<file path="config.mk">
export PLATFORM = sky130hd
export DESIGN_NAME = rcl_control
export DESIGN_NICKNAME = d
export VERILOG_FILES = /design/src/hdl/rcl_i2c_target.v /design/src/hdl/rcl_control.v
export VERILOG_INCLUDE_DIRS = /design/src /design/src/hdl
export SDC_FILE = /design/constraint.sdc
export NUM_CORES = 1
export LEC_CHECK = 0
export ABC_AREA = 1
export BUFFER_PORTS_ARGS = -buffer_cell sky130_fd_sc_hd__buf_2
export CAP_MARGIN = 20
export CORE_MARGIN = 8
export CORE_UTILIZATION = 60
export CTS_CLUSTER_SIZE = 8
export DETAILED_ROUTE_END_ITERATION = 16
export PLACE_DENSITY = 0.77
export SYNTH_ARGS = -nofsm -noshare
export SYNTH_HDL_FRONTEND = slang
export SYNTH_SLANG_ARGS = --single-unit
</file>
<file path="constraint.sdc">
create_clock -name clk_sys -period 11.39 [get_ports clk_sys]
set_input_delay 1.7085 -clock clk_sys [delete_from_list [all_inputs] [get_ports clk_sys]]
set_output_delay 1.7085 -clock clk_sys [all_outputs]
set_load 0.005 [all_outputs]
</file>
<file path="src/hdl/rcl_regs.vh">
// Constants for the regulator control logic: states, strap codes, bus address, timing
`ifndef RCL_REGS_VH
`define RCL_REGS_VH
// Sequencer states, one-hot
`define RCL_ST_W        10
`define RCL_ST_NOPWR    10'h001
`define RCL_ST_BRAMP    10'h002
`define RCL_ST_RCHK     10'h004
`define RCL_ST_BRDY     10'h008
`define RCL_ST_MRAMP    10'h010
`define RCL_ST_MON      10'h020
`define RCL_ST_SERVO    10'h040
`define RCL_ST_BRST     10'h080
`define RCL_ST_MSHUT    10'h100
`define RCL_ST_MERR     10'h200
// Strap codes for the bus id resistor (0 ground short .. 5 open)
`define RCL_STRAP_GND   3'h0
`define RCL_STRAP_20K   3'h1
`define RCL_STRAP_30K   3'h2
`define RCL_STRAP_40K   3'h3
`define RCL_STRAP_50K   3'h4
`define RCL_STRAP_OPEN  3'h5
// Base 7-bit target address for the ground short strap
`define RCL_ADDR_BASE   7'h08
// Clock roles
`define RCL_ROLE_ALONE  2'h0
`define RCL_ROLE_SLAVE  2'h1
`define RCL_ROLE_MASTER 2'h2
// Register pointer targets of the voltage and current setpoints
`define RCL_REG_VSET    8'h00
`define RCL_REG_ISET    8'h01
// Timing: clock in MHz, reset delay and hiccup time
`define RCL_CLK_MHZ     100
`define RCL_TRESET_US   1000
`define RCL_HICCUP_MS   100
`define RCL_RESET_CYC   (`RCL_TRESET_US * `RCL_CLK_MHZ)
`define RCL_HICCUP_CYC  (`RCL_HICCUP_MS * 1000 * `RCL_CLK_MHZ)
// Bit counts of the serial bus
`define RCL_BIT_LAST    4'h7
`define RCL_BIT_ACK     4'h8
`define RCL_BIT_FIFTH   4'h4
`define RCL_BIT_PRE     4'hF
`endif

</file>
<file path="src/hdl/rcl_i2c_target.v">
// Serial bus target: address match, register pointer, byte writes and reads
`timescale 1ns/100ps
`include "rcl_regs.vh"
module rcl_i2c_target #(
   parameter NREG = 16
) (
   // Clock and reset
   input  wire         clk_sys,
   input  wire         rst,
   input  wire         clk_en,
   // Bus pins (oe low = drive low)
   input  wire         scl_in,
   input  wire         sda_in,
   output reg          sda_oe_n_q,
   // Strap-selected address
   input  wire [6:0]   dev_addr,
   // Register file side
   output reg          wr_stb_q,
   output reg  [7:0]   wr_addr_q,
   output reg  [7:0]   wr_data_q,
   output wire [7:0]   rd_addr,
   input  wire [7:0]   rd_data
);
   localparam S_IDLE = 4'h1;
   localparam S_ADDR = 4'h2;
   localparam S_WR   = 4'h4;
   localparam S_RD   = 4'h8;
   reg [3:0] st_q;
   reg [3:0] bit_q;
   reg [7:0] sh_q;
   reg [7:0] ptr_q;
   reg       first_q;
   reg       ack_q;
   reg       scl_q;
   reg       sda_q;
   wire scl_rise = scl_in & ~scl_q;
   wire scl_fall = ~scl_in & scl_q;
   wire start_c  = scl_in & scl_q & sda_q & ~sda_in;
   wire stop_c   = scl_in & scl_q & ~sda_q & sda_in;
   assign rd_addr = ptr_q;
   // Bus engine; sda driven only in ack slot or read data
   always @(posedge clk_sys or posedge rst) begin
      if (rst) begin
         st_q <= S_IDLE; bit_q <= 4'h0; sh_q <= 8'h00; ptr_q <= 8'h00;
         first_q <= 1'b0; ack_q <= 1'b0; scl_q <= 1'b1; sda_q <= 1'b1;
         sda_oe_n_q <= 1'b1; wr_stb_q <= 1'b0; wr_addr_q <= 8'h00; wr_data_q <= 8'h00;
      end else if (clk_en) begin
         scl_q <= scl_in;
         sda_q <= sda_in;
         wr_stb_q <= 1'b0;
         if (start_c) begin
            st_q <= S_ADDR; bit_q <= `RCL_BIT_PRE; sda_oe_n_q <= 1'b1; ack_q <= 1'b0; // Wraps to 0 at SCL fall
         end else if (stop_c) begin
            st_q <= S_IDLE; sda_oe_n_q <= 1'b1;
         end else if (st_q != S_IDLE) begin
            if (scl_rise && bit_q <= `RCL_BIT_LAST) begin
               // Read bytes shift out on SCL fall only
               if (st_q != S_RD)
                  sh_q <= {sh_q[6:0], sda_in};
               // Read pointer advances at the fifth clock of a sent byte
               if (st_q == S_RD && bit_q == `RCL_BIT_FIFTH && !ack_q)
                  ptr_q <= ptr_q + 8'h01;
            end
            if (scl_rise && bit_q == `RCL_BIT_ACK && st_q == S_RD)
               ack_q <= sda_in;            // High = host NACK
            if (scl_fall) begin
               case (st_q)
                  S_ADDR: begin
                     if (bit_q == `RCL_BIT_LAST) begin
                        if (sh_q[7:1] == dev_addr) begin
                           sda_oe_n_q <= 1'b0;
                           bit_q <= `RCL_BIT_ACK;
                        end else begin
                           st_q <= S_IDLE;
                        end
                     end else if (bit_q == `RCL_BIT_ACK) begin
                        bit_q <= 4'h0;
                        first_q <= 1'b1;
                        if (sh_q[0]) begin
                           st_q <= S_RD;
                           sda_oe_n_q <= rd_data[7];
                           sh_q <= {rd_data[6:0], 1'b1};
                        end else begin
                           st_q <= S_WR;
                           sda_oe_n_q <= 1'b1;
                        end
                     end else begin
                        bit_q <= bit_q + 4'h1;
                     end
                  end
                  S_WR: begin
                     if (bit_q == `RCL_BIT_LAST) begin
                        sda_oe_n_q <= 1'b0;
                        bit_q <= `RCL_BIT_ACK;
                        if (first_q) begin
                           ptr_q <= sh_q;
                        end else begin
                           wr_stb_q <= 1'b1;
                           wr_addr_q <= ptr_q;
                           wr_data_q <= sh_q;
                           ptr_q <= ptr_q + 8'h01;
                        end
                        first_q <= 1'b0;
                     end else if (bit_q == `RCL_BIT_ACK) begin
                        sda_oe_n_q <= 1'b1;
                        bit_q <= 4'h0;
                     end else begin
                        bit_q <= bit_q + 4'h1;
                     end
                  end
                  S_RD: begin
                     if (bit_q == `RCL_BIT_LAST) begin
                        sda_oe_n_q <= 1'b1;      // Release for host ack
                        bit_q <= `RCL_BIT_ACK;
                     end else if (bit_q == `RCL_BIT_ACK) begin
                        bit_q <= 4'h0;
                        if (ack_q) begin
                           st_q <= S_IDLE;
                        end else begin
                           sda_oe_n_q <= rd_data[7];
                           sh_q <= {rd_data[6:0], 1'b1};
                        end
                     end else begin
                        bit_q <= bit_q + 4'h1;
                        sda_oe_n_q <= sh_q[7];
                        sh_q <= {sh_q[6:0], 1'b1};
                     end
                  end
                  default: st_q <= S_IDLE;
               endcase
            end
         end
      end
   end
endmodule

</file>
<file path="src/hdl/rcl_control.v">
// Regulator control logic: power sequencer, strap decode and bus target
// Functional notes
// Power loss or input lockout sends any state to no power; power returns to bias ramp.
// Bias ramp powers bias blocks, then waits for the auxiliary buck to come up.
// Frequency resistor check waits for validation, then enters bias ready.
// Bias ready shows bias good and waits for an enable rising edge.
// Main ramp keeps bias good and goes to main on while output good is high.
// Main on shows both goods; a setpoint register write enters servo.
// Servo keeps bias good, drops output good, returns via main ramp on completion.
// Bias faults from normal states enter bias reset, back to bias ramp after delay.
// With enable high, latch-off faults enter main shutdown, then bias ready.
// With enable high, hiccup faults enter main error; restart after hiccup timeout.
// Strap selects one of six addresses from 0001000 to 0001101.
// Strap also selects stand-alone, rising or falling slave, or master clock role.
// A write is start, address, register, data, stop; each byte acknowledged.
// Register pointer loads the register address at the second byte acknowledge.
// Each written byte stores at the pointer, then pointer increments.
// Host sends a zero direction bit and ends writes with a stop.
// Status bits read; setting bits read back the last written value.
// Transactions for another address are neither acknowledged nor acted on.
`timescale 1ns/100ps
`include "rcl_regs.vh"
module rcl_control #(
   parameter NREG       = 16,
   parameter RESET_CYC  = `RCL_RESET_CYC,
   parameter HICCUP_CYC = `RCL_HICCUP_CYC
) (
   // Clock and reset
   input  wire         clk_sys,
   input  wire         rst,
   input  wire         clk_en,
   // Supply and analog status
   input  wire         power_present,
   input  wire         input_low_lockout,
   input  wire         input_high_lockout,
   input  wire         aux_buck_up,
   input  wire         rate_set_resistor_ok,
   input  wire         rate_set_resistor_bad,
   input  wire         bias_fault,
   input  wire         enable_in,
   input  wire         internal_on_request,
   input  wire         output_good_in,
   input  wire         servo_done,
   input  wire         shutdown_done,
   input  wire         latch_fault,
   input  wire         hiccup_fault,
   input  wire [2:0]   bus_id_resistor,
   // Serial bus pins
   input  wire         scl_in,
   input  wire         sda_in,
   output wire         sda_oe_n,
   // Sequencer and strap outputs
   output reg          bias_en_q,
   output reg          main_en_q,
   output reg          bias_good_q,
   output reg          output_good_q,
   output reg  [1:0]   clock_role_q,
   output reg          sync_rise_q,
   output reg  [9:0]   seq_state_q
);
   // ==========================================
   // Strap decode
   reg  [6:0]  dev_addr_q;
   reg  [26:0] tmr_q;
   reg         en_q;
   reg  [7:0]  regs_q [0:NREG-1];
   wire        wr_stb;
   wire [7:0]  wr_addr;
   wire [7:0]  wr_data;
   wire [7:0]  rd_addr;
   wire        en_rise  = enable_in & ~en_q;
   wire        pwr_bad  = ~power_present | input_low_lockout | input_high_lockout;
   wire        set_chg  = wr_stb && (wr_addr == `RCL_REG_VSET || wr_addr == `RCL_REG_ISET);
   wire [7:0]  status_b = {output_good_q, bias_good_q, seq_state_q[5:0]};
   wire [7:0]  rd_data  = (rd_addr == 8'h00 + NREG) ? status_b :
                          (rd_addr < NREG) ? regs_q[rd_addr[3:0]] : 8'h00;
   // Address and clock role from the strap, held each cycle
   always @(posedge clk_sys or posedge rst) begin
      if (rst) begin
         dev_addr_q <= `RCL_ADDR_BASE; clock_role_q <= `RCL_ROLE_ALONE; sync_rise_q <= 1'b0;
      end else if (clk_en) begin
         dev_addr_q <= `RCL_ADDR_BASE + {4'h0, bus_id_resistor};
         case (bus_id_resistor)
            `RCL_STRAP_GND:  begin clock_role_q <= `RCL_ROLE_ALONE;  sync_rise_q <= 1'b0; end
            `RCL_STRAP_20K,
            `RCL_STRAP_40K:  begin clock_role_q <= `RCL_ROLE_SLAVE;  sync_rise_q <= 1'b1; end
            `RCL_STRAP_30K,
            `RCL_STRAP_50K:  begin clock_role_q <= `RCL_ROLE_SLAVE;  sync_rise_q <= 1'b0; end
            default:         begin clock_role_q <= `RCL_ROLE_MASTER; sync_rise_q <= 1'b0; end
         endcase
      end
   end
   // ==========================================
   // Setting registers, read back as written
   genvar g;
   generate
      for (g = 0; g < NREG; g = g + 1) begin : g_reg
         always @(posedge clk_sys or posedge rst) begin
            if (rst)
               regs_q[g] <= 8'h00;
            else if (clk_en && wr_stb && wr_addr == g)
               regs_q[g] <= wr_data;
         end
      end
   endgenerate
   // ==========================================
   // Sequencer
   always @(posedge clk_sys or posedge rst) begin
      if (rst) begin
         seq_state_q <= `RCL_ST_NOPWR; tmr_q <= 27'h0; en_q <= 1'b0;
         bias_en_q <= 1'b0; main_en_q <= 1'b0; bias_good_q <= 1'b0; output_good_q <= 1'b0;
      end else if (clk_en) begin
         en_q <= enable_in;
         tmr_q <= tmr_q + 27'h1;
         if (pwr_bad) begin
            seq_state_q <= `RCL_ST_NOPWR;
         end else if (bias_fault && seq_state_q != `RCL_ST_NOPWR && seq_state_q != `RCL_ST_BRST) begin
            seq_state_q <= `RCL_ST_BRST; tmr_q <= 27'h0;
         end else if (enable_in && latch_fault && (seq_state_q & (`RCL_ST_MRAMP | `RCL_ST_MON | `RCL_ST_SERVO | `RCL_ST_MERR)) != 10'h000) begin
            seq_state_q <= `RCL_ST_MSHUT;
         end else if (enable_in && hiccup_fault && (seq_state_q & (`RCL_ST_MRAMP | `RCL_ST_MON | `RCL_ST_SERVO)) != 10'h000) begin
            seq_state_q <= `RCL_ST_MERR; tmr_q <= 27'h0;
         end else begin
            case (seq_state_q)
               `RCL_ST_NOPWR: seq_state_q <= `RCL_ST_BRAMP;
               `RCL_ST_BRAMP: if (aux_buck_up) seq_state_q <= `RCL_ST_RCHK;
               `RCL_ST_RCHK: begin
                  if (rate_set_resistor_bad) begin
                     seq_state_q <= `RCL_ST_BRST; tmr_q <= 27'h0;
                  end else if (rate_set_resistor_ok)
                     seq_state_q <= `RCL_ST_BRDY;
               end
               `RCL_ST_BRDY:  if (en_rise) seq_state_q <= `RCL_ST_MRAMP;
               `RCL_ST_MRAMP: if (output_good_in) seq_state_q <= `RCL_ST_MON;
               `RCL_ST_MON:   if (set_chg) seq_state_q <= `RCL_ST_SERVO;
               `RCL_ST_SERVO: if (servo_done) seq_state_q <= `RCL_ST_MRAMP;
               `RCL_ST_BRST:  if (tmr_q >= RESET_CYC - 1) seq_state_q <= `RCL_ST_BRAMP;
               `RCL_ST_MSHUT: if (shutdown_done) seq_state_q <= `RCL_ST_BRDY;
               `RCL_ST_MERR: begin
                  if (!internal_on_request)
                     seq_state_q <= `RCL_ST_BRDY;
                  else if (tmr_q >= HICCUP_CYC - 1)
                     seq_state_q <= `RCL_ST_MRAMP;
               end
               default: seq_state_q <= `RCL_ST_NOPWR;
            endcase
            if (seq_state_q == `RCL_ST_MON && !internal_on_request)
               seq_state_q <= `RCL_ST_MSHUT;
         end
         // Outputs follow the current state
         bias_en_q     <= (seq_state_q & (`RCL_ST_NOPWR | `RCL_ST_BRST)) == 10'h000;
         bias_good_q   <= (seq_state_q & (`RCL_ST_BRDY | `RCL_ST_MRAMP | `RCL_ST_MON | `RCL_ST_SERVO)) != 10'h000;
         output_good_q <= seq_state_q == `RCL_ST_MON;
         main_en_q     <= (seq_state_q & (`RCL_ST_MRAMP | `RCL_ST_MON | `RCL_ST_SERVO)) != 10'h000;
      end
   end
   // ==========================================
   // Bus target
   rcl_i2c_target #(.NREG(NREG)) u_tgt (
      .clk_sys    (clk_sys),
      .rst        (rst),
      .clk_en     (clk_en),
      .scl_in     (scl_in),
      .sda_in     (sda_in),
      .sda_oe_n_q (sda_oe_n),
      .dev_addr   (dev_addr_q),
      .wr_stb_q   (wr_stb),
      .wr_addr_q  (wr_addr),
      .wr_data_q  (wr_data),
      .rd_addr    (rd_addr),
      .rd_data    (rd_data)
   );
endmodule

</file>
**Word-level counts from Yosys, hierarchy flattened**

Index checks and enable logic that the tools add are counted.
Widths: inputs -> output; s select.

- Eq/ne operators: 64
- Mux-type cells: 95
- Reduce and logical (&&, ||, !) cells: 58
- Order comparisons: 5
- Bitwise logic cells: 20
- $add $sub $neg: 4

Operators by type and width:

| cell | number |
|---|---|
| $mux 27 | 6 |
| $mux 10 | 16 |
| $mux 8 | 19 |
| $pmux 10 s10 | 1 |
| $mux 4 | 19 |
| $eq 8x4->1 const B | 8 |
| $ne 7x7->1 const B | 6 |
| $bmux 8 s4 | 1 |
| $eq 8x3->1 const B | 4 |
| $logic_and 1x1->1 | 30 |
| $reduce_bool 10->1 | 3 |
| $add 27x1->27 const B | 1 |
| $ge 27x17->1 const B | 1 |
| $ge 27x24->1 const B | 1 |
| $mux 1 | 27 |
| $reduce_and 9->1 | 2 |
| $eq 8x2->1 const B | 2 |
| $ne 8x8->1 const B | 2 |
| $pmux 8 s2 | 1 |
| $reduce_and 8->1 | 2 |
| $eq 4x3->1 const B | 3 |
| $pmux 4 s3 | 1 |
| $eq 10x1->1 const B | 1 |
| $eq 10x10->1 const B | 1 |
| 56 further kinds | 88 |

- Bits of input ports: 22
- Word-level logic and storage cells: 284
- Register bits after elaboration: 226

**Depth between registers and ports, before layout**

Gate-level depths: netlist of the first run.

- Word-level depth: 14
- Depth in mapped cells: 17
- Depth with buffers taken out: 17

**Modules after synthesis**

Synthesis of the first run repeated with hierarchy kept, for this count alone.

- Cell total of the unflattened synthesis: 1676
- Area total of the unflattened synthesis: 12291.8 um2

Modules (own cells, without submodules):

| module | times used | area each (um2) | cells an instance | sequential area each (um2) |
|---|---|---|---|---|
| rcl_control | 1 | 9141.3 | 1222 | 4405.5 |
| rcl_i2c_target | 1 | 3150.5 | 454 | 1156.1 |

**Worst setup path after synthesis of the first run**

No wires, ideal clock.

- Path kind: input to register
- From: input port input_low_lockout
- To: register seq_state_q[8]
- Path buffers: 1
- Arrival: 2810 ps
- Setup time: 117 ps
- Stages on the path: 7
- Slack: 8463 ps
- Path through: nor3_2 > nand4_4 > nor3_2 > nor2_4 > buf_4 > nand3_2 > nand2_1

- Word-level cells in the longest chain between the ends: 4
- Elaborated cells between the ends (all ways): 13

Ends and longest elaborated chain:

| element | RTL line | RTL |
|---|---|---|
| start, declared | rcl_control.v:34 | `input wire input_low_lockout,` |
| $or 1x1->1 (*) (2 in a row) | rcl_control.v:72 | `wire pwr_bad = ~power_present \| input_low_lockout \| input_high_lockout;` |
| $ne 8x8->1 (no source line), or another cell as far along | -- |  |
| $reduce_and 10->1 (no source line) | -- |  |
| end signal, assigned | rcl_control.v:116 | `` seq_state_q <= `RCL_ST_NOPWR; `` |
| end signal, assigned | rcl_control.v:120 | `` seq_state_q <= `RCL_ST_MSHUT; `` |
| end signal, assigned | rcl_control.v:125 | `` `RCL_ST_NOPWR: seq_state_q <= `RCL_ST_BRAMP; `` |
| end, declared | rcl_control.v:59 | `output reg [9:0] seq_state_q` |

Every way passes the cells marked *; elsewhere a longest branch is shown, timed or not.
A chain may end at the register's enable or synchronous reset.

==> flow_summary.html, run 1 <==
<table>
<tr><th>Metric</th><th>Value</th></tr>
<tr><th colspan="2">GRT</th></tr>
<tr><td>Global-route wire length before repair</td><td>54.64 mm</td></tr>
<tr><td>Overflow left after global routing</td><td>0</td></tr>
<tr><td>Vias in the first global route</td><td>10850</td></tr>
<tr><td>Initial antenna violation count</td><td>0</td></tr>
<tr><td>Pin count of the biggest net entering global routing</td><td>100</td></tr>
<tr><td>GRT Util Overall</td><td>25.59%</td></tr>
<tr><th colspan="2">Routing</th></tr>
<tr><td>First DRT Iteration DRCs</td><td>1193</td></tr>
<tr><td>First drt pass iteration count</td><td>6</td></tr>
<tr><td>ANT nets after route</td><td>0</td></tr>
<tr><td>Drt via density</td><td>5.644</td></tr>
<tr><td>Final wirelength</td><td>32.52 mm</td></tr>
<tr><td>Vias after detailed routing</td><td>11280</td></tr>
<tr><td>Remaining DRCs</td><td>0</td></tr>
<tr><td>Routed len/inst</td><td>16.27 um</td></tr>
<tr><th colspan="2">Logic synthesis</th></tr>
<tr><td>Fraction of synthesis flops using an asynchronous set or reset pin</td><td>100.0%</td></tr>
<tr><td>Commonest register cell after synthesis</td><td>sky130_fd_sc_hd__dfrtp_1</td></tr>
<tr><td>Synthesized area per cell</td><td>7.230 um^2</td></tr>
<tr><td>Syn. warnings</td><td>0</td></tr>
<tr><td>Synth Net Count</td><td>1731</td></tr>
<tr><td>Total of flip-flops plus latches after synthesis</td><td>222</td></tr>
<tr><td>Cell count after synthesis</td><td>1704</td></tr>
<tr><td>Netlist area before placement</td><td>12320 um^2</td></tr>
<tr><td>Count of flip-flops with a built-in enable after synthesis</td><td>0</td></tr>
<tr><td>Sequential-to-total area share from yosys stat</td><td>45.15%</td></tr>
<tr><td>Synth unique cells</td><td>52</td></tr>
<tr><th colspan="2">Critical path</th></tr>
<tr><td>Family with the most delay on the worst path</td><td>simple AND/OR/NAND/NOR gates</td></tr>
<tr><td>Buffers and inverters on the worst path</td><td>3</td></tr>
<tr><td>Number of cells traversed by the worst register-to-register path</td><td>13</td></tr>
<tr><td>Arrival time at the worst endpoint</td><td>3840 ps</td></tr>
<tr><td>Critical path depth in cells</td><td>10</td></tr>
<tr><td>Worst-path cell chain</td><td>buf_2, buf_4, inv_1, nor3_1, nand4_1, nor3_2, and2_1, nand2_1, xor2_1, nor2_1</td></tr>
<tr><td>Start-to-end type of the worst setup path</td><td>input port to register</td></tr>
<tr><td>Largest stage delay on the critical path</td><td>440 ps</td></tr>
<tr><td>Kind of launch point of the worst setup path</td><td>input port</td></tr>
<tr><td>Element type at the critical path end</td><td>register</td></tr>
<tr><td>Highest net fanout along the worst path</td><td>33</td></tr>
<tr><td>Slowest stage cell, crit path</td><td>sky130_fd_sc_hd__inv_1</td></tr>
<tr><td>Required @ worst endpoint</td><td>11820 ps</td></tr>
<tr><th colspan="2">Layout</th></tr>
<tr><td>Number of inserted filler cells in the final layout</td><td>1793</td></tr>
<tr><td>Share of layout cells above drive strength 1</td><td>8.907%</td></tr>
<tr><td>Top library cells by usage in the layout, fill and taps aside</td><td>sky130_fd_sc_hd__nand2_1 (597), sky130_fd_sc_hd__o21ai_0 (220), sky130_fd_sc_hd__dfrtp_1 (216)</td></tr>
<tr><td>P&amp;R area growth vs syn</td><td>9.547%</td></tr>
<tr><td>Design area</td><td>13500 um^2</td></tr>
<tr><td>Final #Nets</td><td>1747</td></tr>
<tr><td>Non-filler cells, final</td><td>1999</td></tr>
<tr><td>Most common cell after layout, fill and taps aside</td><td>sky130_fd_sc_hd__nand2_1</td></tr>
<tr><td>Number of inserted diodes</td><td>0</td></tr>
<tr><th colspan="2">Clock tree</th></tr>
<tr><td>Buffer depth of the longest clock path</td><td>3</td></tr>
<tr><td>Post-CTS Repair Setup Buffers</td><td>0</td></tr>
<tr><td>Post-CTS Resized</td><td>0</td></tr>
<tr><td>TritonCTS Sinks</td><td>222</td></tr>
<tr><td>Insertion delay of the later-clocked pin in the worst-skew pair</td><td>560 ps</td></tr>
<tr><td>Quantity of hold-fixing buffers added after cts</td><td>0</td></tr>
<tr><td>TritonCTS clock tree</td><td>built</td></tr>
<tr><td>TritonCTS buffer count</td><td>31</td></tr>
<tr><td>Clock tree root driver cell</td><td>sky130_fd_sc_hd__clkbuf_16</td></tr>
<tr><td>Deepest level of the CTS H-tree</td><td>1</td></tr>
<tr><td>CTS clock-pin slew for the worst setup and hold paths</td><td>50 ps</td></tr>
<tr><th colspan="2">Timing</th></tr>
<tr><td>Slew headroom</td><td>29.14%</td></tr>
<tr><td>Maximum frequency from static timing analysis</td><td>293.5 MHz</td></tr>
<tr><td>Summed negative setup slack over all endpoints</td><td>0 ps</td></tr>
<tr><td>Number of hold violations in the final report</td><td>0</td></tr>
<tr><td>Slew of the pin with the lowest slew margin</td><td>1055 ps</td></tr>
<tr><td>Final clock skew</td><td>9.854 ps</td></tr>
<tr><td>Portion of the clock cycle consumed by the worst path in the final layout</td><td>29.92%</td></tr>
<tr><td>Number of max-slew violations in the final report</td><td>0</td></tr>
<tr><td>Final worst-path setup slack</td><td>7983 ps</td></tr>
<tr><td>RSZ-0062 raised after global routing</td><td>false</td></tr>
<tr><td>Worst hold slack after final layout</td><td>477.9 ps</td></tr>
<tr><td>Final number of setup-violating endpoints</td><td>0</td></tr>
<tr><td>Tmin final</td><td>3407 ps</td></tr>
<tr><th colspan="2">Flow run</th></tr>
<tr><td>Number of violations of the max-capacitance limit</td><td>0</td></tr>
<tr><th colspan="2">Floorplanning</th></tr>
<tr><td>Placeable Area</td><td>20170 um^2</td></tr>
<tr><td>I/O Pins</td><td>40</td></tr>
<tr><td>Chip Width</td><td>159.3 um</td></tr>
<tr><td>Initial cell density of the core</td><td>61.08%</td></tr>
<tr><td>Total number of placement rows</td><td>52</td></tr>
<tr><td>Total die area</td><td>25370 um^2</td></tr>
<tr><td>Die outline height</td><td>159.3 um</td></tr>
<tr><th colspan="2">Place</th></tr>
<tr><td>Half-perimeter wire length after placement</td><td>21.43 mm</td></tr>
<tr><td>Placed Instances</td><td>1956</td></tr>
<tr><td>Area post-placement</td><td>12640 um^2</td></tr>
<tr><td>Number of I/O port buffers</td><td>39</td></tr>
<tr><td>Worst slack at placement</td><td>7363 ps</td></tr>
<tr><td>Final RePlAce weighted congestion</td><td>0.9179</td></tr>
<tr><th colspan="2">Power</th></tr>
<tr><td>Maximum vdd ir drop</td><td>0.0001268 V</td></tr>
<tr><td>Leakage power</td><td>6.632 nW</td></tr>
<tr><td>PD cells</td><td>167.4 nW/um^2</td></tr>
<tr><th colspan="2">Hold path</th></tr>
<tr><td>Worst hold path stage count</td><td>2</td></tr>
<tr><td>Hold crit path type</td><td>register to register</td></tr>
<tr><th colspan="2">Outcome</th></tr>
<tr><td>Status</td><td>complete, no violations</td></tr>
</table>
[state kept, by name (all words and copies together), names as in the netlist, 2 cells and up]
name and count:
regs_q 128, tmr_q 27, seq_state_q 10, u_tgt.rd_addr 8, u_tgt.sh_q 8, u_tgt.wr_addr_q 8
u_tgt.wr_data_q 8, u_tgt.bit_q 4, u_tgt.st_q 4, dev_addr_q 3, clock_role_q 2
[Yosys cell counts, types with 4 or more instances]
| master | n | area (um^2) |
|---|---|---|
| sky130_fd_sc_hd__nand2_2 | 7 | 43.79 |
| sky130_fd_sc_hd__dfstp_2 | 5 | 131.4 |
| sky130_fd_sc_hd__nor3_2 | 10 | 100.1 |
| sky130_fd_sc_hd__inv_2 | 6 | 22.52 |
| sky130_fd_sc_hd__nor3_1 | 29 | 145.1 |
| sky130_fd_sc_hd__inv_1 | 179 | 671.9 |
| sky130_fd_sc_hd__buf_2 | 22 | 110.1 |
| sky130_fd_sc_hd__o32ai_1 | 4 | 35.03 |
| sky130_fd_sc_hd__a21oi_1 | 35 | 175.2 |
| sky130_fd_sc_hd__or2_2 | 7 | 43.79 |
| sky130_fd_sc_hd__xor2_1 | 11 | 96.34 |
| sky130_fd_sc_hd__xnor2_1 | 5 | 43.79 |
| sky130_fd_sc_hd__nand2_1 | 597 | 2241 |
| sky130_fd_sc_hd__nand3_1 | 94 | 470.5 |
| sky130_fd_sc_hd__o21ai_1 | 8 | 40.04 |
| sky130_fd_sc_hd__ha_1 | 5 | 62.56 |
| sky130_fd_sc_hd__nor2_2 | 9 | 56.30 |
| sky130_fd_sc_hd__dfrtp_1 | 217 | 5430 |
| sky130_fd_sc_hd__nand4_1 | 24 | 150.1 |
| sky130_fd_sc_hd__a221oi_1 | 7 | 61.31 |
| sky130_fd_sc_hd__nand3_2 | 12 | 120.1 |
| sky130_fd_sc_hd__o21ai_0 | 220 | 1101 |
| sky130_fd_sc_hd__and3_1 | 4 | 25.02 |
| sky130_fd_sc_hd__nor2_1 | 100 | 375.4 |
| sky130_fd_sc_hd__nor2_4 | 4 | 45.04 |
| sky130_fd_sc_hd__a31oi_1 | 5 | 31.28 |
| sky130_fd_sc_hd__o211ai_1 | 4 | 30.03 |
| sky130_fd_sc_hd__clkbuf_1 | 39 | 146.4 |
[routing by layer]
metal  up-vias  track usage, %  part of all wire [%]
met3        66           3.464                   7.1
li1       5497               -                     -
met5         -               0                     0
met4         0           8.362                   2.9
met1      5287           35.77                    45
met2       433           40.54                    45
[power breakdown]
part	internal, W	leakage [nW]	switching, W	total, W
Combinational	0.000155	3.23	0.000367	0.000522
Sequential	0.000846	2.99	0.0000710	0.000917
Clock	0.000493	0.410	0.000326	0.000820
[stage by stage]
stage / utilization, % / total power [W]
after CTS: 66.84 / 0.002267
after detailed placement: 62.66 / 0.001441
after floorplan: - / 0.001297
final: 66.91 / 0.002259
after global routing: 66.91 / 0.002387
after global placement: 62.66 / 0.001434
[area by class of cell]
cell class	count	area, um^2	share of cell area [%]
sequential	222	5563	41.22
clock inverter	1	20.02	0.1483
clock buffer	41	823.3	6.101
timing repair buffer	48	270.3	2.003
tap	270	337.8	2.503
multi-input combinational	1228	5762	42.69
inverter	189	719.4	5.331
[tightest hold or removal path, cell delays in order (launching register included)]
cell	delay, ps
sky130_fd_sc_hd__dfrtp_1	330
sky130_fd_sc_hd__nand2_1	50
sky130_fd_sc_hd__o21ai_0	60
[logic make-up after synthesis]
family	count (synthesis)	share of synthesized area (%)
buffers and inverters	254	8.084
AND/OR/NAND/NOR	909	32.14
flip-flops	222	45.15
adder cells (fa/ha/maj)	5	0.5078
XOR/XNOR	16	1.137
AO/OA/AOI/OAI	298	12.98
[final timing paths]
path	end	from	slack (ps)
max in group asynchronous	u_tgt.rd_addr[0]$_DFFE_PP0P_	rst	8060
hold / removal	regs_q[103]$_DFFE_PP0P_	regs_q[103]$_DFFE_PP0P_	480
setup reg to reg	u_tgt.sh_q[2]$_DFFE_PP0P_	u_tgt.rd_addr[1]$_DFFE_PP0P_	8240
min in group asynchronous	regs_q[33]$_DFFE_PP0P_	rst	1240
setup / recovery	tmr_q[25]$_DFFE_PP0P_	clk_en	7980
hold reg to reg	regs_q[103]$_DFFE_PP0P_	regs_q[103]$_DFFE_PP0P_	480
(Power assumes the default switching activity.)
==> inputs of run 2 (changes only) <==
- ABC_AREA: 1 -> 0
- clock period: 11.39 -> 3.5 ns (I/O delays scaled with it)
==> run 2 against run 1 <==
Compared with the run above:
- wire length down 11%
- core utilization grew 0.56 points
- largest power group unchanged
- register-to-register slack got worse by 7800 ps
- critical path type is now register to register
- highest routed layer unchanged
==> flow_summary.html, run 2 <==
<table>
<tr><th>Metric</th><th>Value</th></tr>
<tr><th colspan="2">Outcome</th></tr>
<tr><td>Status</td><td>complete, no violations</td></tr>
<tr><th colspan="2">Routing</th></tr>
<tr><td>Final wirelength</td><td>29.04 mm (-11%)</td></tr>
<tr><td>Drt via density</td><td>6.436 (+14%)</td></tr>
<tr><td>First drt pass iteration count</td><td>5 (-1)</td></tr>
<tr><td>First DRT Iteration DRCs</td><td>759 (-36%)</td></tr>
<tr><td>ANT nets after route</td><td>0 (unchanged)</td></tr>
<tr><td>Routed len/inst</td><td>21.73 um (+34%)</td></tr>
<tr><td>Vias after detailed routing</td><td>8599 (-24%)</td></tr>
<tr><td>Remaining DRCs</td><td>0 (unchanged)</td></tr>
<tr><th colspan="2">Critical path</th></tr>
<tr><td>Dominant cell type by count on the critical path</td><td>sky130_fd_sc_hd__nor4_1</td></tr>
<tr><td>Register-to-Register Setup Slack</td><td>410 ps (-7830 ps)</td></tr>
<tr><td>Start of the worst register-to-register path</td><td>seq_state_q[2]$_DFFE_PP0P_</td></tr>
<tr><td>Element type at the critical path end</td><td>register</td></tr>
<tr><td>Arrival time at the worst endpoint</td><td>3520 ps (-320 ps)</td></tr>
<tr><td>Highest net fanout along the worst path</td><td>15 (-55%)</td></tr>
<tr><td>Start-to-end type of the worst setup path</td><td>register to register</td></tr>
<tr><td>Required @ worst endpoint</td><td>3930 ps (-7890 ps)</td></tr>
<tr><td>Launching instance or port of the critical path</td><td>seq_state_q[2]$_DFFE_PP0P_</td></tr>
<tr><td>Buffers and inverters on the worst path</td><td>0 (-3)</td></tr>
<tr><td>Family with the most delay on the worst path</td><td>simple AND/OR/NAND/NOR gates</td></tr>
<tr><td>Slowest stage cell, crit path</td><td>sky130_fd_sc_hd__nor4_1</td></tr>
<tr><td>Kind of launch point of the worst setup path</td><td>register</td></tr>
<tr><td>Largest stage delay on the critical path</td><td>690 ps (+250 ps)</td></tr>
<tr><td>Worst-path cell chain</td><td>nor4_1, nand4_1, or4_1, o32ai_1, nor4_1, a221o_1</td></tr>
<tr><th colspan="2">Layout</th></tr>
<tr><td>Final #Nets</td><td>1087 (-38%)</td></tr>
<tr><td>Most flop-heavy register</td><td>regs_q</td></tr>
<tr><td>Top flop regs</td><td>regs_q: 128 flops, tmr_q: 27 flops, seq_state_q: 10 flops</td></tr>
<tr><td>Non-filler cells, final</td><td>1336 (-33%)</td></tr>
<tr><td>Share of layout cells above drive strength 1</td><td>28.38% (+19 points)</td></tr>
<tr><td>Number of flip-flops under the largest register name</td><td>128 (unchanged)</td></tr>
<tr><td>Area used by sequential logic in the layout</td><td>5563 um^2 (unchanged)</td></tr>
<tr><td>Number of inserted filler cells in the final layout</td><td>1409 (-21%)</td></tr>
<tr><td>Most common cell after layout, fill and taps aside</td><td>sky130_fd_sc_hd__dfrtp_1</td></tr>
<tr><td>P&amp;R area growth vs syn</td><td>11.49%</td></tr>
<tr><td>Multi-input logic area</td><td>5754 um^2 (-0.13%)</td></tr>
<tr><td>Number of inserted diodes</td><td>0 (unchanged)</td></tr>
<tr><td>Top library cells by usage in the layout, fill and taps aside</td><td>sky130_fd_sc_hd__dfrtp_1 (216), sky130_fd_sc_hd__mux2_2 (150), sky130_fd_sc_hd__nand2_1 (77)</td></tr>
<tr><th colspan="2">Place</th></tr>
<tr><td>Number of I/O port buffers</td><td>39 (unchanged)</td></tr>
<tr><td>Half-perimeter wire length after placement</td><td>19.46 mm (-9.2%)</td></tr>
<tr><td>Worst slack at placement</td><td>591.7 ps (-6772 ps)</td></tr>
<tr><td>Placed Instances</td><td>1291 (-34%)</td></tr>
<tr><td>Final RePlAce weighted congestion</td><td>0.8995 (-2.0%)</td></tr>
<tr><th colspan="2">Logic synthesis</th></tr>
<tr><td>Netlist area before placement</td><td>11660 um^2 (-5.3%)</td></tr>
<tr><td>Synth unique cells</td><td>76 (+46%)</td></tr>
<tr><td>Post-synthesis cell type with the largest combined area</td><td>sky130_fd_sc_hd__dfrtp_1</td></tr>
<tr><td>List of most frequent post-synthesis cells</td><td>sky130_fd_sc_hd__dfrtp_1 (217), sky130_fd_sc_hd__mux2_2 (150), sky130_fd_sc_hd__nand2_1 (77), sky130_fd_sc_hd__nor2_1 (61), sky130_fd_sc_hd__clkbuf_1 (48)</td></tr>
<tr><td>Sequential-to-total area share from yosys stat</td><td>47.69% (+2.5 points)</td></tr>
<tr><td>Synth Net Count</td><td>1053 (-39%)</td></tr>
<tr><td>Share of Yosys cell area claimed by the top area cell type</td><td>46.56% (+2.5 points)</td></tr>
<tr><td>Synthesized area per cell</td><td>11.37 um^2 (+57%)</td></tr>
<tr><td>Syn. warnings</td><td>0 (unchanged)</td></tr>
<tr><td>Fraction of synthesis flops using an asynchronous set or reset pin</td><td>100.0% (unchanged)</td></tr>
<tr><td>Total of flip-flops plus latches after synthesis</td><td>222 (unchanged)</td></tr>
<tr><td>Commonest register cell after synthesis</td><td>sky130_fd_sc_hd__dfrtp_1</td></tr>
<tr><td>Count of flip-flops with a built-in enable after synthesis</td><td>0 (unchanged)</td></tr>
<tr><td>Largest cells by area after synthesis</td><td>sky130_fd_sc_hd__dfrtp_1 (47%), sky130_fd_sc_hd__mux2_2 (14%), sky130_fd_sc_hd__mux4_2 (6.4%)</td></tr>
<tr><td>Top-count cell post-synth</td><td>sky130_fd_sc_hd__dfrtp_1</td></tr>
<tr><td>Cell count after synthesis</td><td>1026 (-40%)</td></tr>
<tr><th colspan="2">Clock tree</th></tr>
<tr><td>CTS clock-pin slew for the worst setup and hold paths</td><td>50 ps (about the same)</td></tr>
<tr><td>Post-CTS Resized</td><td>0 (unchanged)</td></tr>
<tr><td>Deepest level of the CTS H-tree</td><td>1 (unchanged)</td></tr>
<tr><td>TritonCTS Sinks</td><td>222 (unchanged)</td></tr>
<tr><td>Post-CTS Repair Setup Buffers</td><td>0 (unchanged)</td></tr>
<tr><td>Buffer depth of the longest clock path</td><td>3 (unchanged)</td></tr>
<tr><td>TritonCTS clock tree</td><td>built</td></tr>
<tr><td>TritonCTS buffer count</td><td>31 (unchanged)</td></tr>
<tr><td>Quantity of hold-fixing buffers added after cts</td><td>1 (+1)</td></tr>
<tr><td>Clock tree root driver cell</td><td>sky130_fd_sc_hd__clkbuf_16</td></tr>
<tr><td>Insertion delay of the later-clocked pin in the worst-skew pair</td><td>560 ps (about the same)</td></tr>
<tr><th colspan="2">Hold path</th></tr>
<tr><td>Critical hold path startpoint</td><td>bus_id_resistor[2]</td></tr>
<tr><td>Hold crit path type</td><td>input port to register</td></tr>
<tr><th colspan="2">GRT</th></tr>
<tr><td>Overflow left after global routing</td><td>0 (unchanged)</td></tr>
<tr><td>Global-route wire length before repair</td><td>47.46 mm (-13%)</td></tr>
<tr><td>GRT Util Overall</td><td>24.46% (-1.1 points)</td></tr>
<tr><td>Initial antenna violation count</td><td>0 (unchanged)</td></tr>
<tr><td>Vias in the first global route</td><td>8706 (-20%)</td></tr>
<tr><td>Pin count of the biggest net entering global routing</td><td>79 (-21%)</td></tr>
<tr><th colspan="2">Floorplanning</th></tr>
<tr><td>Total die area</td><td>24160 um^2 (-4.8%)</td></tr>
<tr><td>Total number of placement rows</td><td>51 (-1.9%)</td></tr>
<tr><td>I/O Pins</td><td>40 (unchanged)</td></tr>
<tr><td>Die outline height</td><td>155.4 um (-2.4%)</td></tr>
<tr><td>Chip Width</td><td>155.4 um (-2.4%)</td></tr>
<tr><td>Initial cell density of the core</td><td>60.52% (-0.56 points)</td></tr>
<tr><td>Placeable Area</td><td>19270 um^2 (-4.5%)</td></tr>
<tr><th colspan="2">Timing</th></tr>
<tr><td>Portion of the clock cycle consumed by the worst path in the final layout</td><td>88.36%</td></tr>
<tr><td>Summed negative setup slack over all endpoints</td><td>0 ps (unchanged)</td></tr>
<tr><td>Tmin final</td><td>3093 ps</td></tr>
<tr><td>Number of hold violations in the final report</td><td>0 (unchanged)</td></tr>
<tr><td>Slew of the pin with the lowest slew margin</td><td>862.7 ps (-192.1 ps)</td></tr>
<tr><td>Number of max-slew violations in the final report</td><td>0 (unchanged)</td></tr>
<tr><td>Final clock skew</td><td>12.46 ps (+2.605 ps)</td></tr>
<tr><td>RSZ-0062 raised after global routing</td><td>false</td></tr>
<tr><td>Slew headroom</td><td>42.48% (+13 points)</td></tr>
<tr><td>Final number of setup-violating endpoints</td><td>0 (unchanged)</td></tr>
<tr><td>Maximum frequency from static timing analysis</td><td>323.3 MHz</td></tr>
<tr><td>Final worst-path setup slack</td><td>407.3 ps (-7575 ps)</td></tr>
<tr><td>Worst hold slack after final layout</td><td>232.1 ps (-245.8 ps)</td></tr>
<tr><th colspan="2">Flow run</th></tr>
<tr><td>Number of violations of the max-capacitance limit</td><td>0 (unchanged)</td></tr>
<tr><th colspan="2">Power</th></tr>
<tr><td>Leakage power</td><td>5.774 nW (-13%)</td></tr>
<tr><td>Maximum vdd ir drop</td><td>0.0003971 V (+210%)</td></tr>
<tr><td>Total design power</td><td>0.006470 W (+190%)</td></tr>
<tr><td>PD cells</td><td>497.6 nW/um^2 (+200%)</td></tr>
</table>
==> run 2: cell count changes in the layout (fill, tap and decap cells not counted), sizes merged, moves of 17 or more <==
cell	previous run	this run
mux2	0	150
nand3	108	31
inv	187	27
o21ai	228	40
nor2	114	61
mux4	0	33
nor3	39	22
nand2	606	77
==> run 2: cell type report <==
| class | count | area share (%) |
|---|---|---|
| clock buffer | 43 | 6.313 |
| clock inverter | 1 | 0.1540 |
| inverter | 27 | 0.8083 |
| multi-input combinational | 716 | 44.26 |
| sequential | 222 | 42.78 |
| tap | 265 | 2.550 |
| timing repair buffer | 62 | 3.137 |
==> run 2: through the flow <==
stage	cell area [um^2]	utilization, %
CTS	13000	67.47
finish	13000	67.47
global placement	12150	63.06
detailed placement	12150	63.06
global route	13000	67.47
floorplan	11670	-
==> run 2: layer usage <==
| metal | track usage, % | routed length [um] | vias to the layer above |
|---|---|---|---|
| li1 | - | - | 3909 |
| met1 | 33.82 | 12570 | 4306 |
| met2 | 38.71 | 13630 | 328 |
| met3 | 3.911 | 1976 | 56 |
| met4 | 8.503 | 859 | 0 |
| met5 | 0 | 0 | - |
==> run 2: worst register-to-register path: cells and delay by family (launching register included) <==
family / cells / cell delay [ps]
and+or+nand+nor: 4 / 1530
DFF: 1 / 530
AOI/OAI and AO/OA: 2 / 910
==> run 2: cells by family after synthesis <==
group                      count (synthesis)  synth area share (%)
DFF                                      222                 47.69
buffers and inverters                     88                 2.972
adders and majority gates                  5                0.5364
muxes                                    191                 21.54
xor gates and xnor gates                  27                 2.028
and+or+nand+nor                          312                 14.56
AOI/OAI and AO/OA                        181                 10.68
==> run 2: worst paths after layout <==
path | end | depth (start not counted)
worst max-delay path | seq_state_q[6]$_DFFE_PP0P_ | 6
worst max register to register | seq_state_q[6]$_DFFE_PP0P_ | 6
max in group asynchronous | regs_q[41]$_DFFE_PP0P_ | 4
min in group asynchronous | tmr_q[0]$_DFFE_PP0P_ | 3
worst min-delay path | sync_rise_q$_DFFE_PP0P_ | 2
worst min register to register | u_tgt.wr_addr_q[4]$_DFFE_PP0P_ | 2
==> run 2: power by group <==
group	switching, W	internal (W)
Combinational	0.000461	0.000357
Sequential	0.000287	0.00272
Clock	0.00105	0.00160
==> inputs of run 3 (changes only) <==
- BUFFER_PORTS_ARGS: -buffer_cell sky130_fd_sc_hd__buf_2 -> -buffer_cell sky130_fd_sc_hd__clkbuf_2
- CTS_CLUSTER_SIZE: 8 -> 14
==> run 3 against run 2 <==
Compared with the run above:
- sequential share of layout area up 0.17 points
- critical endpoint unchanged
- global-route usage is essentially flat
- core utilization down 0.27 points
- non-clock buffer count grew 3
- clock skew shrank 2.9 ps
- largest cell class unchanged
- sequential power barely moved
- die area unchanged
- combinational power is essentially flat
- largest power group unchanged
==> flow_summary.html, run 3 (synthesized netlist as in run 2, its figures left out) <==
<table>
<tr><th>Metric</th><th>Value</th></tr>
<tr><th colspan="2">Timing</th></tr>
<tr><td>Number of hold violations in the final report</td><td>0 (unchanged)</td></tr>
<tr><td>Summed negative setup slack over all endpoints</td><td>0 ps (unchanged)</td></tr>
<tr><td>Final number of setup-violating endpoints</td><td>0 (unchanged)</td></tr>
<tr><td>Number of max-slew violations in the final report</td><td>0 (unchanged)</td></tr>
<tr><td>Final clock skew</td><td>9.565 ps (-2.895 ps)</td></tr>
<tr><td>Slew of the pin with the lowest slew margin</td><td>835.4 ps (-27.31 ps)</td></tr>
<tr><td>RSZ-0062 raised after global routing</td><td>false</td></tr>
<tr><td>Maximum frequency from static timing analysis</td><td>347.1 MHz (+7.3%)</td></tr>
<tr><td>Portion of the clock cycle consumed by the worst path in the final layout</td><td>82.32% (-6.0 points)</td></tr>
<tr><td>Final worst-path setup slack</td><td>618.8 ps (+211.5 ps)</td></tr>
<tr><td>Tmin final</td><td>2881 ps (-211.5 ps)</td></tr>
<tr><td>Slew headroom</td><td>44.31% (+1.8 points)</td></tr>
<tr><th colspan="2">Critical path</th></tr>
<tr><td>Required @ worst endpoint</td><td>3900 ps (-30 ps)</td></tr>
<tr><td>Kind of launch point of the worst setup path</td><td>register</td></tr>
<tr><td>Arrival time at the worst endpoint</td><td>3280 ps (-240 ps)</td></tr>
<tr><td>Number of cells traversed by the worst register-to-register path</td><td>6 (unchanged)</td></tr>
<tr><td>Element type at the critical path end</td><td>register</td></tr>
<tr><td>Reg-to-Reg End</td><td>seq_state_q[6]$_DFFE_PP0P_</td></tr>
<tr><td>Buffers and inverters on the worst path</td><td>0 (unchanged)</td></tr>
<tr><td>Highest net fanout along the worst path</td><td>12 (-3)</td></tr>
<tr><td>Start-to-end type of the worst setup path</td><td>register to register</td></tr>
<tr><td>Worst-path cell chain</td><td>nor4_1, nand4_1, or4_1, o32ai_1, nor4_1, a221o_1</td></tr>
<tr><td>Largest stage delay on the critical path</td><td>680 ps (about the same)</td></tr>
<tr><td>Critical path depth in cells</td><td>6 (unchanged)</td></tr>
<tr><td>Start of the worst register-to-register path</td><td>seq_state_q[8]$_DFFE_PP0P_</td></tr>
<tr><td>Slowest stage cell, crit path</td><td>sky130_fd_sc_hd__nor4_1</td></tr>
<tr><td>Family with the most delay on the worst path</td><td>simple AND/OR/NAND/NOR gates</td></tr>
<tr><td>Register-to-Register Setup Slack</td><td>620 ps (+210 ps)</td></tr>
<tr><td>Dominant cell type by count on the critical path</td><td>sky130_fd_sc_hd__nor4_1</td></tr>
<tr><th colspan="2">Layout</th></tr>
<tr><td>P&amp;R area growth vs syn</td><td>11.05%</td></tr>
<tr><td>Top flop regs</td><td>regs_q: 128 flops, tmr_q: 27 flops, seq_state_q: 10 flops</td></tr>
<tr><td>Share of layout cells above drive strength 1</td><td>28.89% (+0.51 points)</td></tr>
<tr><td>Top library cells by usage in the layout, fill and taps aside</td><td>sky130_fd_sc_hd__dfrtp_1 (216), sky130_fd_sc_hd__mux2_2 (150), sky130_fd_sc_hd__nand2_1 (77)</td></tr>
<tr><td>Most flop-heavy register</td><td>regs_q</td></tr>
<tr><td>Final #Nets</td><td>1084 (-0.28%)</td></tr>
<tr><td>Number of inserted diodes</td><td>0 (unchanged)</td></tr>
<tr><td>Non-filler cells, final</td><td>1338 (+0.15%)</td></tr>
<tr><td>Number of flip-flops under the largest register name</td><td>128 (unchanged)</td></tr>
<tr><td>Most common cell after layout, fill and taps aside</td><td>sky130_fd_sc_hd__dfrtp_1</td></tr>
<tr><th colspan="2">Place</th></tr>
<tr><td>Placed Instances</td><td>1294 (+0.23%)</td></tr>
<tr><td>Number of I/O port buffers</td><td>39 (unchanged)</td></tr>
<tr><td>Half-perimeter wire length after placement</td><td>19.76 mm (+1.5%)</td></tr>
<tr><td>Final RePlAce weighted congestion</td><td>0.8993 (about the same)</td></tr>
<tr><td>Worst slack at placement</td><td>705.8 ps (+114.1 ps)</td></tr>
<tr><th colspan="2">GRT</th></tr>
<tr><td>Global-route wire length before repair</td><td>47.64 mm (+0.38%)</td></tr>
<tr><td>Vias in the first global route</td><td>8643 (-0.72%)</td></tr>
<tr><td>Overflow left after global routing</td><td>0 (unchanged)</td></tr>
<tr><td>Initial antenna violation count</td><td>0 (unchanged)</td></tr>
<tr><td>Pin count of the biggest net entering global routing</td><td>92 (+16%)</td></tr>
<tr><td>GRT Util Overall</td><td>24.42% (-0.047 points)</td></tr>
<tr><th colspan="2">Floorplanning</th></tr>
<tr><td>Initial cell density of the core</td><td>60.52% (unchanged)</td></tr>
<tr><td>I/O Pins</td><td>40 (unchanged)</td></tr>
<tr><td>Chip Width</td><td>155.4 um (unchanged)</td></tr>
<tr><td>Placeable Area</td><td>19270 um^2 (unchanged)</td></tr>
<tr><td>Total number of placement rows</td><td>51 (unchanged)</td></tr>
<tr><td>Die outline height</td><td>155.4 um (unchanged)</td></tr>
<tr><td>Total die area</td><td>24160 um^2 (unchanged)</td></tr>
<tr><th colspan="2">Flow run</th></tr>
<tr><td>Number of violations of the max-capacitance limit</td><td>0 (unchanged)</td></tr>
<tr><th colspan="2">Routing</th></tr>
<tr><td>Routed len/inst</td><td>21.60 um (-0.61%)</td></tr>
<tr><td>Drt via density</td><td>6.481 (+0.70%)</td></tr>
<tr><td>ANT nets after route</td><td>0 (unchanged)</td></tr>
<tr><td>First DRT Iteration DRCs</td><td>732 (-3.6%)</td></tr>
<tr><td>Vias after detailed routing</td><td>8672 (+0.85%)</td></tr>
<tr><td>Remaining DRCs</td><td>0 (unchanged)</td></tr>
<tr><td>Final wirelength</td><td>28.90 mm (-0.46%)</td></tr>
<tr><td>First drt pass iteration count</td><td>5 (unchanged)</td></tr>
<tr><th colspan="2">Clock tree</th></tr>
<tr><td>Clock tree root driver cell</td><td>sky130_fd_sc_hd__clkbuf_16</td></tr>
<tr><td>TritonCTS buffer count</td><td>25 (-19%)</td></tr>
<tr><td>Post-CTS Repair Setup Buffers</td><td>0 (unchanged)</td></tr>
<tr><td>TritonCTS clock tree</td><td>built</td></tr>
<tr><td>Post-CTS Resized</td><td>0 (unchanged)</td></tr>
<tr><td>Insertion delay of the later-clocked pin in the worst-skew pair</td><td>530 ps (-30 ps)</td></tr>
<tr><td>Deepest level of the CTS H-tree</td><td>1 (unchanged)</td></tr>
<tr><td>CTS clock-pin slew for the worst setup and hold paths</td><td>50 ps (about the same)</td></tr>
<tr><td>TritonCTS Sinks</td><td>222 (unchanged)</td></tr>
<tr><td>Buffer depth of the longest clock path</td><td>3 (unchanged)</td></tr>
<tr><th colspan="2">Power</th></tr>
<tr><td>Maximum vdd ir drop</td><td>0.0004488 V (+13%)</td></tr>
<tr><td>PD cells</td><td>490.1 nW/um^2 (-1.5%)</td></tr>
<tr><td>Total design power</td><td>0.006347 W (-1.9%)</td></tr>
<tr><td>Leakage power</td><td>5.756 nW (-0.31%)</td></tr>
<tr><th colspan="2">Hold path</th></tr>
<tr><td>Hold crit path type</td><td>input port to register</td></tr>
<tr><td>Worst hold path stage count</td><td>2 (unchanged)</td></tr>
<tr><td>Hold worst-path end</td><td>sync_rise_q$_DFFE_PP0P_</td></tr>
<tr><td>Critical hold path startpoint</td><td>bus_id_resistor[2]</td></tr>
<tr><th colspan="2">Outcome</th></tr>
<tr><td>Status</td><td>complete, no violations</td></tr>
</table>
run 3: cell count changes in the layout (fill, tap and decap cells not counted), moves of 2 or more:
cell,change
sky130_fd_sc_hd__clkbuf_16,-6
sky130_fd_sc_hd__buf_2,-39
sky130_fd_sc_hd__buf_4,+5
sky130_fd_sc_hd__clkinv_2,+2
sky130_fd_sc_hd__clkbuf_1,-4
sky130_fd_sc_hd__clkbuf_8,+5
sky130_fd_sc_hd__clkbuf_2,+39
sky130_fd_sc_hd__buf_12,-2
run 3: metal layers:
| layer | vias up | share of wire (%) | track usage, % |
|---|---|---|---|
| li1 | 3903 | - | - |
| met5 | - | 0 | 0 |
| met4 | 0 | 3.3 | 7.579 |
| met3 | 73 | 6.0 | 2.829 |
| met1 | 4378 | 44 | 34.93 |
| met2 | 318 | 47 | 38.52 |
run 3: worst reg2reg max path, cell delays in order (launching register included):
cell                      delay [ps]
sky130_fd_sc_hd__dfrtp_1         520
sky130_fd_sc_hd__nor4_1          690
sky130_fd_sc_hd__nand4_1         140
sky130_fd_sc_hd__or4_1           530
sky130_fd_sc_hd__o32ai_1         480
sky130_fd_sc_hd__nor4_1          110
sky130_fd_sc_hd__a221o_1         290
run 3: where the power goes:
| part | internal [W] | switching (W) |
|---|---|---|
| Sequential | 0.00271 | 0.000289 |
| Clock | 0.00150 | 0.00103 |
| Combinational | 0.000357 | 0.000459 |
run 3: cell type report:
class | count | area (um^2)
Sequential cell | 222 | 5563
Fill cell | 1434 | 6320
Tap cell | 265 | 331.6
Clock inverter | 5 | 67.56
Inverter | 27 | 105.1
Multi-Input combinational cell | 716 | 5754
Clock buffer | 38 | 724.4
Timing Repair Buffer | 65 | 405.4
run 3: what timing repair did:
action,4_1_cts,5_1_grt
endpoints found under the setup margin,0,0
hold buffers,1,0
endpoints found under the hold margin,9,0
run 3: worst max-delay path by stage:
| stage | slack (ps) | endpoint | from |
|---|---|---|---|
| after floorplan | 80 | bias_en_q$_DFFE_PP0P_ | rst |
| after CTS | 690 | seq_state_q[6]$_DFFE_PP0P_ | seq_state_q[2]$_DFFE_PP0P_ |
| after global routing | 380 | seq_state_q[6]$_DFFE_PP0P_ | seq_state_q[2]$_DFFE_PP0P_ |
| after detailed placement | 710 | seq_state_q[5]$_DFFE_PP0P_ | seq_state_q[2]$_DFFE_PP0P_ |
| after global placement | 750 | seq_state_q[5]$_DFFE_PP0P_ | seq_state_q[6]$_DFFE_PP0P_ |
| final | 620 | seq_state_q[6]$_DFFE_PP0P_ | seq_state_q[8]$_DFFE_PP0P_ |
run 3: metrics by stage:
step           util [%]  instance area, um^2  hold WS, ps
6_report          67.21                12950        237.7
2_1_floorplan         -                11670        451.6
3_5_place_dp      63.04                12150        478.0
5_1_grt           67.21                12950        256.2
4_1_cts           67.21                12950        235.7
3_3_place_gp      63.04                12150        472.0
